--- config.mk ---
export PLATFORM = sky130hd
export DESIGN_NAME = stsc_config
export DESIGN_NICKNAME = d
export VERILOG_FILES = /design/src/design/stsc_config.v /design/src/design/stsc_symbol_timer.v
export VERILOG_INCLUDE_DIRS = /design/src /design/src/design
export SDC_FILE = /design/constraint.sdc
export NUM_CORES = 1
export LEC_CHECK = 0
export BUFFER_PORTS_ARGS = -buffer_cell sky130_fd_sc_hd__buf_2
export CAP_MARGIN = 20
export CORE_MARGIN = 2
export CORE_UTILIZATION = 40
export DETAILED_ROUTE_END_ITERATION = 16
export PLACE_DENSITY_LB_ADDON = 0.15
export RECOVER_POWER = 100
export SLEW_MARGIN = 10
export SYNTH_ARGS = -nofsm -noshare
export SYNTH_HDL_FRONTEND = slang
export SYNTH_SLANG_ARGS = --single-unit
--- constraint.sdc ---
create_clock -name sys_clk_in -period 6.35 [get_ports sys_clk_in]
set_clock_uncertainty 0.1 [all_clocks]
set_input_delay 0.3175 -clock sys_clk_in [delete_from_list [all_inputs] [get_ports sys_clk_in]]
set_output_delay 0.3175 -clock sys_clk_in [all_outputs]
set_load 0.03 [all_outputs]
--- src/design/stsc_regs.vh ---
// Constants for the symbol time and sampling configuration register
// Operation
// PSI5 self-test retries limited; flag on exhaustion
// Latch enable set: faults held until reset; code latches in PSI5 mode only
// Latch enable clear: faults clear when recovered
// DSI3 synchronous: latency from response start
// DSI3 simultaneous: latency from command falling edge
// PSI5 synchronous: latency from own time slot
// PSI5 simultaneous: latency from sync pulse
// SPI synchronous: sample per own source request
// SPI simultaneous: all sample on first source
// First source disabled: use lowest enabled source
// Others refresh only when lowest source requested
// I2C mode: sampling bit stored, no effect
// DSI3 command-response: 5 us chip, slew on
// DSI3 periodic chip time from code table
// PSI5 bit time 5.3 or 8.0 us, slew on
// SPI and I2C: chip time code ignored
// Access in allowed modes; parity-checked contents
`ifndef STSC_REGS_VH
`define STSC_REGS_VH

`define STSC_CFG_ADDR      8'h23
`define STSC_CFG_RESET     8'h00
`define STSC_RPT_MSB       7
`define STSC_RPT_LSB       6
`define STSC_LATCH_BIT     5
`define STSC_SS_BIT        4
`define STSC_CODE_MSB      3
`define STSC_CODE_LSB      0

`define STSC_MODE_DSI3     2'h0
`define STSC_MODE_PSI5     2'h1
`define STSC_MODE_SPI      2'h2
`define STSC_MODE_I2C      2'h3

`define STSC_CLK_NS        20
`define STSC_CRM_CHIP_NS   5000
`define STSC_PSI5_FAST_NS  5300
`define STSC_PSI5_SLOW_NS  8000
`define STSC_CYC(ns)       ((ns) / `STSC_CLK_NS)

`endif

--- src/design/stsc_config.v ---
// Symbol time and sampling configuration register with its control logic
`timescale 1ns/100ps
`include "stsc_regs.vh"
module stsc_config #(
	parameter NFAULT = 8,
	parameter NSRC   = 8
) (
	input  wire              sys_clk_in,
	input  wire              nrst_in,
	input  wire [1:0]        comm_mode_in,
	input  wire              psi5_prog_in,
	input  wire [7:0]        reg_addr_in,
	input  wire [7:0]        reg_wdata_in,
	input  wire              reg_wr_in,
	input  wire              reg_rd_in,
	output reg  [7:0]        reg_rdata_out,
	output reg               array_err_out,
	input  wire              selftest_start_in,
	input  wire              selftest_done_in,
	input  wire              selftest_pass_in,
	output reg               selftest_retry_out,
	output reg               selftest_fail_flag_out,
	input  wire [NFAULT-1:0] fault_raw_in,
	output reg  [NFAULT-1:0] fault_out,
	input  wire              periodic_response_start_in,
	input  wire              dsi3_bus_in,
	input  wire              psi5_slot_start_in,
	input  wire              psi5_sync_in,
	input  wire              spi_cs_n_in,
	input  wire [2:0]        source_identifier_in,
	input  wire [NSRC-1:0]   source_enable_in,
	output reg               sample_ref_out,
	output reg  [NSRC-1:0]   sample_src_out,
	input  wire              crm_active_in,
	input  wire              tx_active_in,
	output reg  [8:0]        symbol_cycles_out,
	output reg               slew_en_out,
	output reg               symbol_tick_out
);
	// Self-test retry states
	localparam ST_IDLE = 3'b001;
	localparam ST_RUN  = 3'b010;
	localparam ST_DONE = 3'b100;

	// Fixed symbol periods in clock cycles, cut to the period width on use
	localparam integer CRM_CYC  = `STSC_CYC(`STSC_CRM_CHIP_NS);
	localparam integer SLOW_CYC = `STSC_CYC(`STSC_PSI5_SLOW_NS);
	localparam integer FAST_CYC = `STSC_CYC(`STSC_PSI5_FAST_NS);

	reg  [7:0]       cfg_q;
	reg              par_q;
	reg  [2:0]       st_state_q;
	reg  [3:0]       st_tries_q;
	reg  [1:0]       bus_sync_q;
	reg  [1:0]       sync_sync_q;
	reg  [1:0]       cs_sync_q;
	reg              bus_prev_q;
	reg              sync_prev_q;
	reg              cs_prev_q;
	wire             is_dsi3;
	wire             is_psi5;
	wire             is_spi;
	wire             acc_ok;
	wire             hit;
	wire             ss_en;
	wire [3:0]       code;
	wire             bus_fall;
	wire             sync_rise;
	wire             cs_fall;
	wire [2:0]       lowest;
	wire [3:0]       limit;
	wire [3:0]       tries_nx;
	reg  [8:0]       period_d;
	reg              slew_d;
	wire             tick;

	assign is_dsi3  = (comm_mode_in == `STSC_MODE_DSI3);
	assign is_psi5  = (comm_mode_in == `STSC_MODE_PSI5);
	assign is_spi   = (comm_mode_in == `STSC_MODE_SPI);
	assign acc_ok   = !is_psi5 || psi5_prog_in;
	assign hit      = (reg_addr_in == `STSC_CFG_ADDR) && acc_ok;
	assign ss_en    = cfg_q[`STSC_SS_BIT];
	assign code     = cfg_q[`STSC_CODE_MSB:`STSC_CODE_LSB];
	assign bus_fall = bus_prev_q && !bus_sync_q[1];
	assign sync_rise = !sync_prev_q && sync_sync_q[1];
	assign cs_fall  = cs_prev_q && !cs_sync_q[1];
	assign lowest   = lowest_src(source_enable_in);
	assign limit    = rpt_limit(cfg_q[`STSC_RPT_MSB:`STSC_RPT_LSB]);
	assign tries_nx = st_tries_q + 4'h1;

	// Maximum self-test attempts per repeat code
	function [3:0] rpt_limit;
		input [1:0] c;
		begin
			case (c)
			2'h0:    rpt_limit = 4'h8;
			2'h1:    rpt_limit = 4'h1;
			2'h2:    rpt_limit = 4'h4;
			default: rpt_limit = 4'h2;
			endcase
		end
	endfunction

	// Index of the lowest enabled source, zero when none is enabled
	function [2:0] lowest_src;
		input [NSRC-1:0] en;
		integer i;
		begin
			lowest_src = 3'h0;
			for (i = NSRC - 1; i >= 0; i = i - 1) begin
				if (en[i]) begin
					lowest_src = i[2:0];
				end
			end
		end
	endfunction

	// Periodic-collection chip time in clock cycles
	function [8:0] chip_cycles;
		input [3:0] c;
		begin
			case (c)
			4'h0:    chip_cycles = 9'd50;
			4'h1:    chip_cycles = 9'd100;
			4'h2:    chip_cycles = 9'd125;
			4'h3:    chip_cycles = 9'd130;
			4'h4:    chip_cycles = 9'd130;
			4'h5:    chip_cycles = 9'd135;
			4'h6:    chip_cycles = 9'd140;
			4'h7:    chip_cycles = 9'd145;
			4'h8:    chip_cycles = 9'd150;
			4'h9:    chip_cycles = 9'd155;
			4'ha:    chip_cycles = 9'd160;
			4'hb:    chip_cycles = 9'd165;
			4'hc:    chip_cycles = 9'd175;
			4'hd:    chip_cycles = 9'd200;
			4'he:    chip_cycles = 9'd225;
			default: chip_cycles = 9'd250;
			endcase
		end
	endfunction

	// Register storage with a parity shadow for array error detection
	always @(posedge sys_clk_in or negedge nrst_in) begin
		if (!nrst_in) begin
			cfg_q         <= `STSC_CFG_RESET;
			par_q         <= ^`STSC_CFG_RESET;
			reg_rdata_out <= 8'h00;
			array_err_out <= 1'b0;
		end else begin
			if (reg_wr_in && hit) begin
				cfg_q <= reg_wdata_in;
				par_q <= ^reg_wdata_in;
			end
			reg_rdata_out <= (reg_rd_in && hit) ? cfg_q : 8'h00;
			array_err_out <= (^cfg_q) ^ par_q;
		end
	end

	// Startup self-test retry control, PSI5 only
	always @(posedge sys_clk_in or negedge nrst_in) begin
		if (!nrst_in) begin
			st_state_q             <= ST_IDLE;
			st_tries_q             <= 4'h0;
			selftest_retry_out     <= 1'b0;
			selftest_fail_flag_out <= 1'b0;
		end else begin
			selftest_retry_out <= 1'b0;
			case (st_state_q)
			ST_IDLE: begin
				if (selftest_start_in && is_psi5) begin
					st_tries_q <= 4'h0;
					st_state_q <= ST_RUN;
				end
			end
			ST_RUN: begin
				if (selftest_done_in) begin
					if (selftest_pass_in) begin
						st_state_q <= ST_DONE;
					end else if (tries_nx >= limit) begin
						selftest_fail_flag_out <= 1'b1;
						st_state_q             <= ST_DONE;
					end else begin
						st_tries_q         <= tries_nx;
						selftest_retry_out <= 1'b1;
					end
				end
			end
			ST_DONE: begin
				st_state_q <= ST_DONE;
			end
			default: begin
				st_state_q <= ST_IDLE;
			end
			endcase
		end
	end

	// Latching only outside PSI5 would defeat recovery, so it is mode-gated
	always @(posedge sys_clk_in or negedge nrst_in) begin
		if (!nrst_in) begin
			fault_out <= {NFAULT{1'b0}};
		end else if (is_psi5 && cfg_q[`STSC_LATCH_BIT]) begin
			fault_out <= fault_out | fault_raw_in;
		end else begin
			fault_out <= fault_raw_in;
		end
	end

	// Pin synchronisers; only the second stage is examined
	always @(posedge sys_clk_in or negedge nrst_in) begin
		if (!nrst_in) begin
			bus_sync_q  <= 2'b11;
			sync_sync_q <= 2'b00;
			cs_sync_q   <= 2'b11;
			bus_prev_q  <= 1'b1;
			sync_prev_q <= 1'b0;
			cs_prev_q   <= 1'b1;
		end else begin
			bus_sync_q  <= {bus_sync_q[0], dsi3_bus_in};
			sync_sync_q <= {sync_sync_q[0], psi5_sync_in};
			cs_sync_q   <= {cs_sync_q[0], spi_cs_n_in};
			bus_prev_q  <= bus_sync_q[1];
			sync_prev_q <= sync_sync_q[1];
			cs_prev_q   <= cs_sync_q[1];
		end
	end

	// Data latency reference strobes
	always @(posedge sys_clk_in or negedge nrst_in) begin
		if (!nrst_in) begin
			sample_ref_out <= 1'b0;
			sample_src_out <= {NSRC{1'b0}};
		end else begin
			sample_ref_out <= 1'b0;
			sample_src_out <= {NSRC{1'b0}};
			case (comm_mode_in)
			`STSC_MODE_DSI3: begin
				if (ss_en) begin
					sample_ref_out <= bus_fall;
				end else begin
					sample_ref_out <= periodic_response_start_in;
				end
			end
			`STSC_MODE_PSI5: begin
				if (ss_en) begin
					sample_ref_out <= sync_rise;
				end else begin
					sample_ref_out <= psi5_slot_start_in;
				end
			end
			`STSC_MODE_SPI: begin
				if (cs_fall && !ss_en) begin
					sample_src_out[source_identifier_in] <= 1'b1;
				end else if (cs_fall && source_identifier_in == lowest) begin
					sample_src_out <= source_enable_in;
				end
			end
			default: begin
				sample_ref_out <= 1'b0;
			end
			endcase
		end
	end

	// Symbol period and slew selection
	always @* begin
		period_d = chip_cycles(code);
		slew_d   = (code > 4'h1);
		if (is_dsi3 && crm_active_in) begin
			period_d = CRM_CYC[8:0];
			slew_d   = 1'b1;
		end else if (is_psi5) begin
			period_d = code[3] ? SLOW_CYC[8:0] : FAST_CYC[8:0];
			slew_d   = 1'b1;
		end else if (!is_dsi3) begin
			period_d = 9'd0;
			slew_d   = 1'b0;
		end
	end

	always @(posedge sys_clk_in or negedge nrst_in) begin
		if (!nrst_in) begin
			symbol_cycles_out <= 9'd0;
			slew_en_out       <= 1'b0;
			symbol_tick_out   <= 1'b0;
		end else begin
			symbol_cycles_out <= period_d;
			slew_en_out       <= slew_d;
			symbol_tick_out   <= tick;
		end
	end

	stsc_symbol_timer #(
		.W(9)
	) u_timer (
		.sys_clk_in (sys_clk_in),
		.nrst_in    (nrst_in),
		.run_in     (tx_active_in && (is_dsi3 || is_psi5)),
		.period_in  (symbol_cycles_out),
		.tick_out   (tick)
	);
endmodule

--- src/design/stsc_symbol_timer.v ---
// Symbol-rate enable divider driven by a period count
`timescale 1ns/100ps
module stsc_symbol_timer #(
	parameter W = 9
) (
	input  wire         sys_clk_in,
	input  wire         nrst_in,
	input  wire         run_in,
	input  wire [W-1:0] period_in,
	output reg          tick_out
);
	reg [W-1:0] cnt_q;

	always @(posedge sys_clk_in or negedge nrst_in) begin
		if (!nrst_in) begin
			cnt_q    <= {W{1'b0}};
			tick_out <= 1'b0;
		end else if (!run_in) begin
			cnt_q    <= {W{1'b0}};
			tick_out <= 1'b0;
		end else if (cnt_q >= period_in - {{(W-1){1'b0}}, 1'b1}) begin
			cnt_q    <= {W{1'b0}};
			tick_out <= 1'b1;
		end else begin
			cnt_q    <= cnt_q + {{(W-1){1'b0}}, 1'b1};
			tick_out <= 1'b0;
		end
	end
endmodule

==> results.md, run 1 <==
* Full die area at roughly 0.010 mm2
* Final non-filler cell total at around 580
* Gpl congestion at between 0.8 and 0.9
* Die H at approximately 100 um
* Top Ports at 91
* Nets@finish at roughly 520
* Mapped Area at 0.00384 mm2
* Worst-path clk slew at 80 ps
* RR Endpoint: u_timer.cnt_q[0]
* Fill cell count at just over 900
* Routed WL at slightly above 8000 um
* Starting Density at 41.4%
* Syn_nets at between 400 and 500
* Post-route DRC at 0
* Fmax at approximately 290 MHz
* Die width at around 100 um
* Worst Path Buf+Inv at 1
* Cell taking the most area after synthesis: dfrtp_1
* Syn Inst Count at around 350
* Setup crit end kind: asynchronous set/reset pin
* Initial antenna violation count at 0
* Max Cap Viol at 1
* Slowest stage delay, CP at 2610 ps
* Critical path capture point: sample_ref_out
* Netlist cell types at 59
* Yosys reg bits at 74
* Static leakage at between 2 and 2.5 nW
* Worst Setup SP: nrst_in
* Dpl hpwl at about 6000 um
* Total negative setup slack at 0 ps
* H-Tree Depth at 3
* Hold wc startpoint: fault_raw_in[4]
* Worst Reg2Reg Path Length in Cells at 9
* Starting DRT DRC Count at 79
* Kind of critical path: in -> async
* Number of port buffers at 90
* Outcome: complete, but fails checks
* Slowest CP cell: clkbuf_1
* Top post-synthesis cells by area: dfrtp_1 44%, ha_1 9.1%, xnor2_1 5.2%
* Worst EP required at 5840 ps
* WP depth at 1
* Worst slew margin at -150%
* Post-synth ARST share at 100%
* Core area at ~0.0093 mm2
* Post-synth top flop: dfrtp_1
* Sinks on Clock Net at between 70 and 80
* Actual slew at the worst max-slew pin at 3750 ps
* Worst Hold Class: in -> reg
* Clock tree buffer depth at 2
* Final ANT Viol Nets at 0
* Layout cells sized above 1 at about a fifth
* CTS resizes at 0
* Fin. Hold Viols at 0
* Row cnt at 35
* Vias in the first global route at 2913
* Fin crit period at 3460 ps
* TritonCTS clock tree: done
* CP Data Arrival Time at just under 3000 ps
* DRT Pass-1 Iters at 4
* Number of flops mapped to enable cells by yosys at 0
* Vias per cell at approximately 5
* Crit-path max FO at 74
* Final critical-path setup slack at approximately 2900 ps
* Setup crit start kind: input pin
* Pin count of the biggest net entering global routing at 75
* GR Util All Layers at around 17%
* Worst reg-to-reg setup slack at between 3000 and 4000 ps
* Crit path cell chain: clkbuf_1
* Post-Place Cells at around 560
* Crit share post-route at between 50% and 60%
* Root Driver: clkbuf_8
* ANT cells at 0
* Synth top area share at between 40% and 50%
* Maximum VDD drop at between 0.15 and 0.2 mV
* Routed WL per cell at 14.1 um
* Max Slew Vio Count at between 70 and 80
* Mean Syn Cell Area at 10.9 um2
* First-pass GRT wire length at 13700 um
* Failing checks: capacitance limit, slew limit
* Pwr dens at approximately 220 mW/mm2
* P&R area growth vs syn at 18.2%
* CP delay by family, top: buffers and inverters
* Total number of vias at 2891
* Synth warn at 0
* Pre-CTS setup slack at around 3700 ps
* RSZ-0062 raised after global routing: false
* Clock Latency Late Sink at 340 ps
* CTS Buf Count at 9
* R2R Path Start: symbol_cycles_out[4]
* Final Setup Violations at 0
* Gr ovfl total at 0
* Most common cell in the synthesized netlist: dfrtp_1
* Sequential-to-total area share from yosys stat at 48.4%
* Post-synth top cells: 67 x dfrtp_1, 32 x nor2_1, 28 x ha_1
==> flip-flops by register name, indices dropped and copies added (netlist names), 2 cells and up <==
register           flops
symbol_cycles_out      9
u_timer.cnt_q          9
cfg_q                  8
fault_out              8
reg_rdata_out          8
sample_src_out         8
st_tries_q             4
st_state_q             3
bus_sync_q             2
cs_sync_q              2
sync_sync_q            2
==> through the flow <==
stage / hold slack [ps] / area, um2 / total power, mW / utilization [%]
after CTS: 23.6 / 4640 / 1.04 / 50.0
after global placement: 232 / 4410 / 0.656 / 47.5
after floorplan: -78.1 / 3840 / 0.603 / -
after global routing: 16.3 / 4540 / 1.08 / 48.9
final: 44.1 / 4540 / 1.01 / 48.9
after detailed placement: 235 / 4410 / 0.660 / 47.5
==> cells by family after synthesis <==
family / synth area share [%]
AOI/OAI and AO/OA: 13.5
xor gates and xnor gates: 7.07
adders and majority gates: 9.12
buffers and inverters: 3.13
DFF: 48.4
muxes: 3.55
and+or+nand+nor: 15.2
==> worst min path at each step <==
stage / to / slack, ps / cells past startpoint
finish: fault_out[4] / 40 / 2
global placement: sync_sync_q[1] / 230 / 0
global route: fault_out[5] / 20 / 2
CTS: fault_out[4] / 20 / 2
detailed placement: symbol_tick_out / 230 / 0
floorplan: array_err_out / -80 / 0
==> cells in the final DEF (no fill, tap or decap), types with 7 or more instances in the layout <==
master / count
mux2_2: 9
clkbuf_8: 11
buf_2: 49
a21o_1: 9
nand2b_1: 7
nor3_1: 22
ha_1: 28
nand2_1: 15
xor2_1: 8
a21oi_1: 9
and3_1: 9
dfstp_2: 7
clkbuf_1: 42
xnor2_1: 23
nor2_1: 34
inv_1: 19
dfrtp_1: 67
==> routing by layer <==
| layer | wire length [um] | vias up | GRT usage [%] |
|---|---|---|---|
| met5 | 0 | - | 0 |
| met4 | 72 | 0 | 4.00 |
| met3 | 307 | 8 | 4.72 |
| met2 | 4040 | 56 | 28.3 |
| met1 | 3710 | 1399 | 21.4 |
| li1 | - | 1428 | - |
==> report_power, final <==
| part | switching (mW) | internal [mW] | leakage (nW) |
|---|---|---|---|
| Combinational | 0.0838 | 0.0568 | 1.11 |
| Clock | 0.168 | 0.202 | 0.0986 |
| Sequential | 0.0144 | 0.489 | 0.969 |
==> final cells by class <==
cell class / instances / area, um2 / area share, %
clock buffer: 12 / 155 / 3.42
tap: 129 / 161 / 3.56
multi-input combinational: 246 / 1810 / 39.9
sequential: 74 / 1860 / 41.0
timing repair buffer: 93 / 429 / 9.45
clock inverter: 4 / 50.0 / 1.10
inverter: 19 / 71.3 / 1.57
==> repair_timing <==
| action | 4_1_cts | 5_1_grt |
|---|---|---|
| setup buffers | 0 | 0 |
| endpoints found under the setup margin | 0 | 0 |
| endpoints found under the hold margin | 3 | 0 |
| hold buffers | 3 | 0 |
Power figures use the tool's default switching activity.
==> run 2: changes to the inputs <==
clock period = 3.5 ns   (was 6.35 ns; I/O delays follow)
==> run 2 against run 1 <==
  * The flow still finishes with violations (capacitance limit, slew limit)
  * Sequential share of layout area shrank 2.2 points
  * Via count grew 1.5%
  * Clock power increased by 98%
  * Cell area grew 5.8%
  * Register-to-register slack worse by 2600 ps
  * Wire length rose by 2.6%
  * Sequential cell count is the same
  * Hold slack worse by 23 ps
  * Final cell count is 4.0% higher
  * Worst setup slack lost 2100 ps
  * Clock-buffer cell count down 2
  * Sequential power rose by 81%
  * Highest routed layer unchanged
==> results.md, run 2 (synthesized netlist as in run 1, its figures left out) <==
* Kind of critical path: reg -> reg
* Final ANT Viol Nets at 0 (unchanged)
* Post-CTS setup repair buffer count at 0 (unchanged)
* Hold Path Cell Cnt at 2 (unchanged)
* Failing checks: capacitance limit, slew limit
* Hold wc startpoint: source_enable_in[6]
* Commonest cells after routing, fill and taps aside: 67 x dfrtp_1, 48 x buf_2, 42 x clkbuf_1
* TritonCTS clock tree: done
* H-Tree Depth at 3 (unchanged)
* Core area at 0.00928 mm2 (unchanged)
* Nets@finish at 546 (+4.4%)
* Die width at 102 um (unchanged)
* First-pass GRT wire length at 14100 um (+3.2%)
* CTS resizes at 0 (unchanged)
* Setup crit start kind: register
* Crit path cell chain: nor4_1 -> nand2_1 -> xor2_1 -> ha_1 -> a21o_1 -> a211o_1 -> a2111oi_4 -> nor2_1 -> nor3_1
* Min-Delay Endpoint: sample_src_out[6]
* Row cnt at 35 (unchanged)
* Routed WL per cell at 13.9 um (-1.3%)
* Full die area at 0.0104 mm2 (unchanged)
* Slowest stage delay, CP at 410 ps (-2200 ps)
* Fill cell count at 910 (-2.3%)
* Setup crit end kind: register
* Pwr dens at 401 mW/mm2 (+79%)
* R2R Path Start: symbol_cycles_out[5]
* GR Util All Layers at 17.3% (+0.57 points)
* Vias per cell at 4.89 (-2.4%)
* Gpl congestion at 0.874 (+0.13%)
* Max Cap Viol at 1 (unchanged)
* Worst slew margin at -17.6% (+130 points)
* Biggest regs: symbol_cycles_out x9, u_timer.cnt_q x9
* Final non-filler cell total at 600 (+4.0%)
* Top Ports at 91 (unchanged)
* Gr ovfl total at 0 (unchanged)
* P&R area growth vs syn at 25.0%
* Worst Reg2Reg Path Length in Cells at 9 (unchanged)
* ANT cells at 0 (unchanged)
* CP Data Arrival Time at 2910 ps (-40 ps)
* Worst EP required at 3670 ps (-2170 ps)
* Clock Latency Late Sink at 350 ps (about the same)
* Crit share post-route at around four fifths
* Final Cell Area at 0.00480 mm2 (+5.8%)
* Fin crit period at ~2700 ps
* Static leakage at 2.28 nW (+5.1%)
* DRT Pass-1 Iters at 4 (unchanged)
* Outcome: complete, but fails checks
* Pin count of the biggest net entering global routing at 75 (unchanged)
* Crit-path max FO at 9 (-88%)
* Maximum VDD drop at 0.214 mV (+34%)
* Starting Density at 41.4% (unchanged)
* Clock tree buffer depth at 2 (unchanged)
* Most common cell after layout, fill and taps aside: dfrtp_1
* Actual slew at the worst max-slew pin at 1760 ps (-1990 ps)
* Post-Place Cells at 558 (unchanged)
* RSZ-0062 raised after global routing: false
* Initial antenna violation count at 0 (unchanged)
* Total negative setup slack at 0 ps (unchanged)
* Routed WL at 8340 um (+2.6%)
* CTS Buf Count at 9 (unchanged)
* Fmax at roughly 360 MHz
* Post-route DRC at 0 (unchanged)
* Worst-path clk slew at 80 ps (about the same)
* RR Endpoint: u_timer.cnt_q[4]
* Worst Hold Class: in -> reg
* Fin. Hold Viols at 0 (unchanged)
* Vias in the first global route at 3066 (+5.3%)
* Slowest CP cell: dfrtp_1
* Number of port buffers at 90 (unchanged)
* Starting DRT DRC Count at 101 (+28%)
* Worst reg-to-reg setup slack at 750 ps (-2560 ps)
* Die H at 102 um (unchanged)
* Layout cells sized above 1 at 18.9% (-0.75 points)
* Max Slew Vio Count at 75 (unchanged)
* DP Area at 0.00441 mm2 (unchanged)
* Final Setup Violations at 0 (unchanged)
* Dpl hpwl at 6020 um (-0.35%)
* Sinks on Clock Net at 74 (unchanged)
* Root Driver: clkbuf_8
* Total number of vias at 2934 (+1.5%)
run 2: how the worst max path moves through the flow:
stage / to / depth (start not counted) / slack, ps / startpoint
3_5_place_dp: u_timer.cnt_q[1] / 9 / 830 / symbol_cycles_out[4]
4_1_cts: u_timer.cnt_q[4] / 9 / 800 / symbol_cycles_out[5]
3_3_place_gp: u_timer.cnt_q[1] / 9 / 900 / symbol_cycles_out[5]
2_1_floorplan: u_timer.cnt_q[1] / 9 / 860 / symbol_cycles_out[5]
5_1_grt: u_timer.cnt_q[4] / 9 / 500 / symbol_cycles_out[5]
6_report: u_timer.cnt_q[4] / 9 / 750 / symbol_cycles_out[5]
run 2: layout make-up:
class | instances | area [um2] | share of cell area (%)
flip-flops and latches | 74 | 1860 | 38.8
multi-input cells | 246 | 1830 | 38.1
repair buffers | 116 | 659 | 13.7
well taps | 129 | 161 | 3.36
clock buffers | 10 | 128 | 2.66
clock inverters | 6 | 90.1 | 1.88
inverters | 19 | 71.3 | 1.49
run 2: what timing repair did:
item | 4_1_cts | 5_1_grt
endpoints found under the setup margin | 0 | 0
hold endpoints to repair | 92 | 0
hold buffers | 26 | 0
run 2: metal layers:
metal  vias to the layer above  share of wire, %  routed length [um]  track usage (%)
met4                         0               1.4                 115             5.23
met2                        55                50                4170             29.8
met5                         -                 0                   0                0
li1                       1463                 -                   -                -
met3                        11               3.4                 281             4.72
met1                      1405                45                3780             21.3
run 2: power by group:
group,internal (mW),leakage [nW],switching (mW)
sequential,0.887,0.969,0.0260
clock,0.404,0.107,0.330
combinational,0.121,1.21,0.157
run 2: critical path: cells and delay by family, from the launching register on:
family / cells / cell delay, ps
AND/OR/NAND/NOR: 4 / 950
AO/OA/AOI/OAI: 3 / 740
flip-flops: 1 / 410
adder cells (fa/ha/maj): 1 / 300
XOR/XNOR: 1 / 160
run 2: per-stage QoR:
stage | hold slack [ps] | setup WS, ps | power [mW] | utilization, %
4_1_cts | 5.68 | 796 | 1.96 | 52.6
6_report | 20.7 | 753 | 1.93 | 51.7
5_1_grt | 19.2 | 496 | 2.03 | 51.7
3_5_place_dp | 181 | 829 | 1.20 | 47.5
2_1_floorplan | -221 | 864 | 1.09 | -
3_3_place_gp | 180 | 896 | 1.19 | 47.5
==> run 3: changes to the inputs <==
clock period = 2.85 ns   (was 3.5 ns; I/O delays follow)
==> run 3 against run 2 <==
  * The flow still finishes with violations (capacitance limit, slew limit)
  * Sequential cell count stayed put
  * Clock power grew 13%
  * Non-clock buffer count is 2 higher
  * Final cell count up 0.33%
  * Worst setup slack got worse by 530 ps
  * Highest routed layer unchanged
==> results.md, run 3 (synthesized netlist as in run 1, its figures left out) <==
* Hold Path Cell Cnt at 3 (+1)
* Dpl hpwl at 6040 um (+0.36%)
* Final ANT Viol Nets at 0 (unchanged)
* Fin crit period at 2630 ps (-122 ps)
* Slowest CP cell: dfrtp_1
* Post-route DRC at 0 (unchanged)
* Pwr dens at 475 mW/mm2 (+18%)
* Final critical-path setup slack at 225 ps (-528 ps)
* Commonest cells after routing, fill and taps aside: 67 x dfrtp_1, 48 x buf_2, 42 x clkbuf_1
* Post-CTS setup repair buffer count at 0 (unchanged)
* Setup crit end kind: register
* Top Ports at 91 (unchanged)
* Starting Density at 41.4% (unchanged)
* Root Driver: clkbuf_8
* Pre-CTS setup slack at 160 ps (-670 ps)
* Maximum VDD drop at 0.333 mV (+56%)
* Total number of vias at 2970 (+1.2%)
* Worst Hold Class: in -> reg
* WL met3 at 338 um (+20%)
* ANT cells at 0 (unchanged)
* TritonCTS clock tree: done
* Fin. Hold Viols at 0 (unchanged)
* Outcome: complete, but fails checks
* Number of port buffers at 90 (unchanged)
* Die width at 102 um (unchanged)
* Initial antenna violation count at 0 (unchanged)
* CTS Buf Count at 9 (unchanged)
* Clock tree buffer depth at 2 (unchanged)
* GR Util All Layers at 16.9% (-0.41 points)
* Crit-path max FO at 9 (unchanged)
* Max Slew Vio Count at 75 (unchanged)
* Failing checks: capacitance limit, slew limit
* RSZ-0062 raised after global routing: false
* Most common cell after layout, fill and taps aside: dfrtp_1
* Actual slew at the worst max-slew pin at 1780 ps (+11.4 ps)
* Final Setup Violations at 0 (unchanged)
* DR WL met2 at 4060 um (-2.6%)
* Row cnt at 35 (unchanged)
* Nets@finish at 548 (+0.37%)
* CP Data Arrival Time at 2780 ps (-130 ps)
* Fmax at 381 MHz (+4.6%)
* Starting DRT DRC Count at 81 (-20%)
* Slowest stage delay, CP at 430 ps (+20 ps)
* Top layer in use: met4
* CP delay by family, top: compound AO/OA/AOI/OAI gates
* Worst-path clk slew at 80 ps (about the same)
* Setup crit start kind: register
* Routed WL per cell at 13.6 um (-1.9%)
* Worst Path Buf+Inv at 0 (unchanged)
* Routed WL at 8210 um (-1.6%)
* Biggest regs: symbol_cycles_out x9, u_timer.cnt_q x9
* Worst reg-to-reg setup slack at 220 ps (-530 ps)
* Die H at 102 um (unchanged)
* Worst slew margin at -18.4% (-0.76 points)
* Sinks on Clock Net at 74 (unchanged)
* Total power draw at 2.30 mW (+19%)
* H-Tree Depth at 3 (unchanged)
* Core area at 0.00928 mm2 (unchanged)
* Full die area at 0.0104 mm2 (unchanged)
* Layout cells sized above 1 at 19.2% (+0.34 points)
* Vias per cell at 4.93 (+0.89%)
* Kind of critical path: reg -> reg
* DRT Pass-1 Iters at 4 (unchanged)
* Pin count of the biggest net entering global routing at 75 (unchanged)
* Crit path cell chain: nor4_2 -> nand2_1 -> xor2_1 -> ha_1 -> a21o_1 -> a211o_1 -> a2111oi_4 -> nor2_2 -> nor3_1
* Gpl congestion at 0.873 (-0.10%)
* Util after Layout at 52.1% (+0.38 points)
* WP depth at 9 (unchanged)
* Vias in the first global route at 3002 (-2.1%)
* P&R area growth vs syn at 25.9%
* First-pass GRT wire length at 13900 um (-1.7%)
* Gr ovfl total at 0 (unchanged)
* Final non-filler cell total at 602 (+0.33%)
* Total negative setup slack at 0 ps (unchanged)
* Crit share post-route at 92.1% (+14 points)
* Worst EP required at 3010 ps (-660 ps)
* Worst Reg2Reg Path Length in Cells at 9 (unchanged)
* M1 wire length at 3740 um (-0.95%)
* Static leakage at 2.29 nW (+0.12%)
* Max Cap Viol at 1 (unchanged)
* Post-Place Cells at 558 (unchanged)
* Clock Latency Late Sink at 340 ps (about the same)
==> run 3: cell types whose count changed in the layout (fill, tap and decap cells not counted), sizes merged <==
cell,previous run,this run
bufinv,2,1
dlygate4sd3,26,28
clkbuf,52,54
clkinv,2,1
inv,20,19
clkinvlp,1,2
==> run 3: metrics by stage <==
stage | hold WS, ps | instance area, um2
CTS | 12.4 | 4890
finish | 25.0 | 4840
global route | 21.5 | 4840
global placement | 147 | 4410
floorplan | -253 | 3840
detailed placement | 149 | 4410
==> run 3: layout make-up <==
class                           count  area, um2
Timing Repair Buffer              118        679
Inverter                           19       71.3
Fill cell                         894       4450
Tap cell                          129        161
Sequential cell                    74       1860
Clock inverter                      4       50.0
Multi-Input combinational cell    246       1860
Clock buffer                       12        155
==> run 3: power breakdown <==
| part | leakage, nW | switching, mW | internal, mW | total (mW) |
|---|---|---|---|---|
| Combinational | 1.22 | 0.194 | 0.153 | 0.347 |
| Sequential | 0.968 | 0.0330 | 1.09 | 1.12 |
| Clock | 0.0986 | 0.377 | 0.451 | 0.828 |
| Total | 2.29 | 0.605 | 1.69 | 2.30 |
==> run 3: worst min-delay path, stage by stage <==
cell and delay, ps:
buf_2 100, nor3b_2 60, o21a_4 130
==> run 3: per-layer routing <==
metal / track usage, % / vias to the layer above
met4: 4.10 / 0
met3: 4.79 / 6
met1: 21.6 / 1426
met5: 0 / -
li1: - / 1476
met2: 28.5 / 62
==> run 3: final timing paths <==
kind / from / endpoint
setup / recovery: symbol_cycles_out[4] / u_timer.cnt_q[0]
min in group asynchronous: nrst_in / st_tries_q[2]
hold reg to reg: sync_sync_q[0] / sync_sync_q[1]
setup reg to reg: symbol_cycles_out[4] / u_timer.cnt_q[0]
max in group asynchronous: nrst_in / sample_ref_out
hold / removal: selftest_pass_in / selftest_retry_out
==> run 3: repair_timing <==
action,CTS,global route
hold buffers,28,0
endpoints found under the setup margin,0,9
hold endpoints to repair,94,0
gates resized for setup,0,1
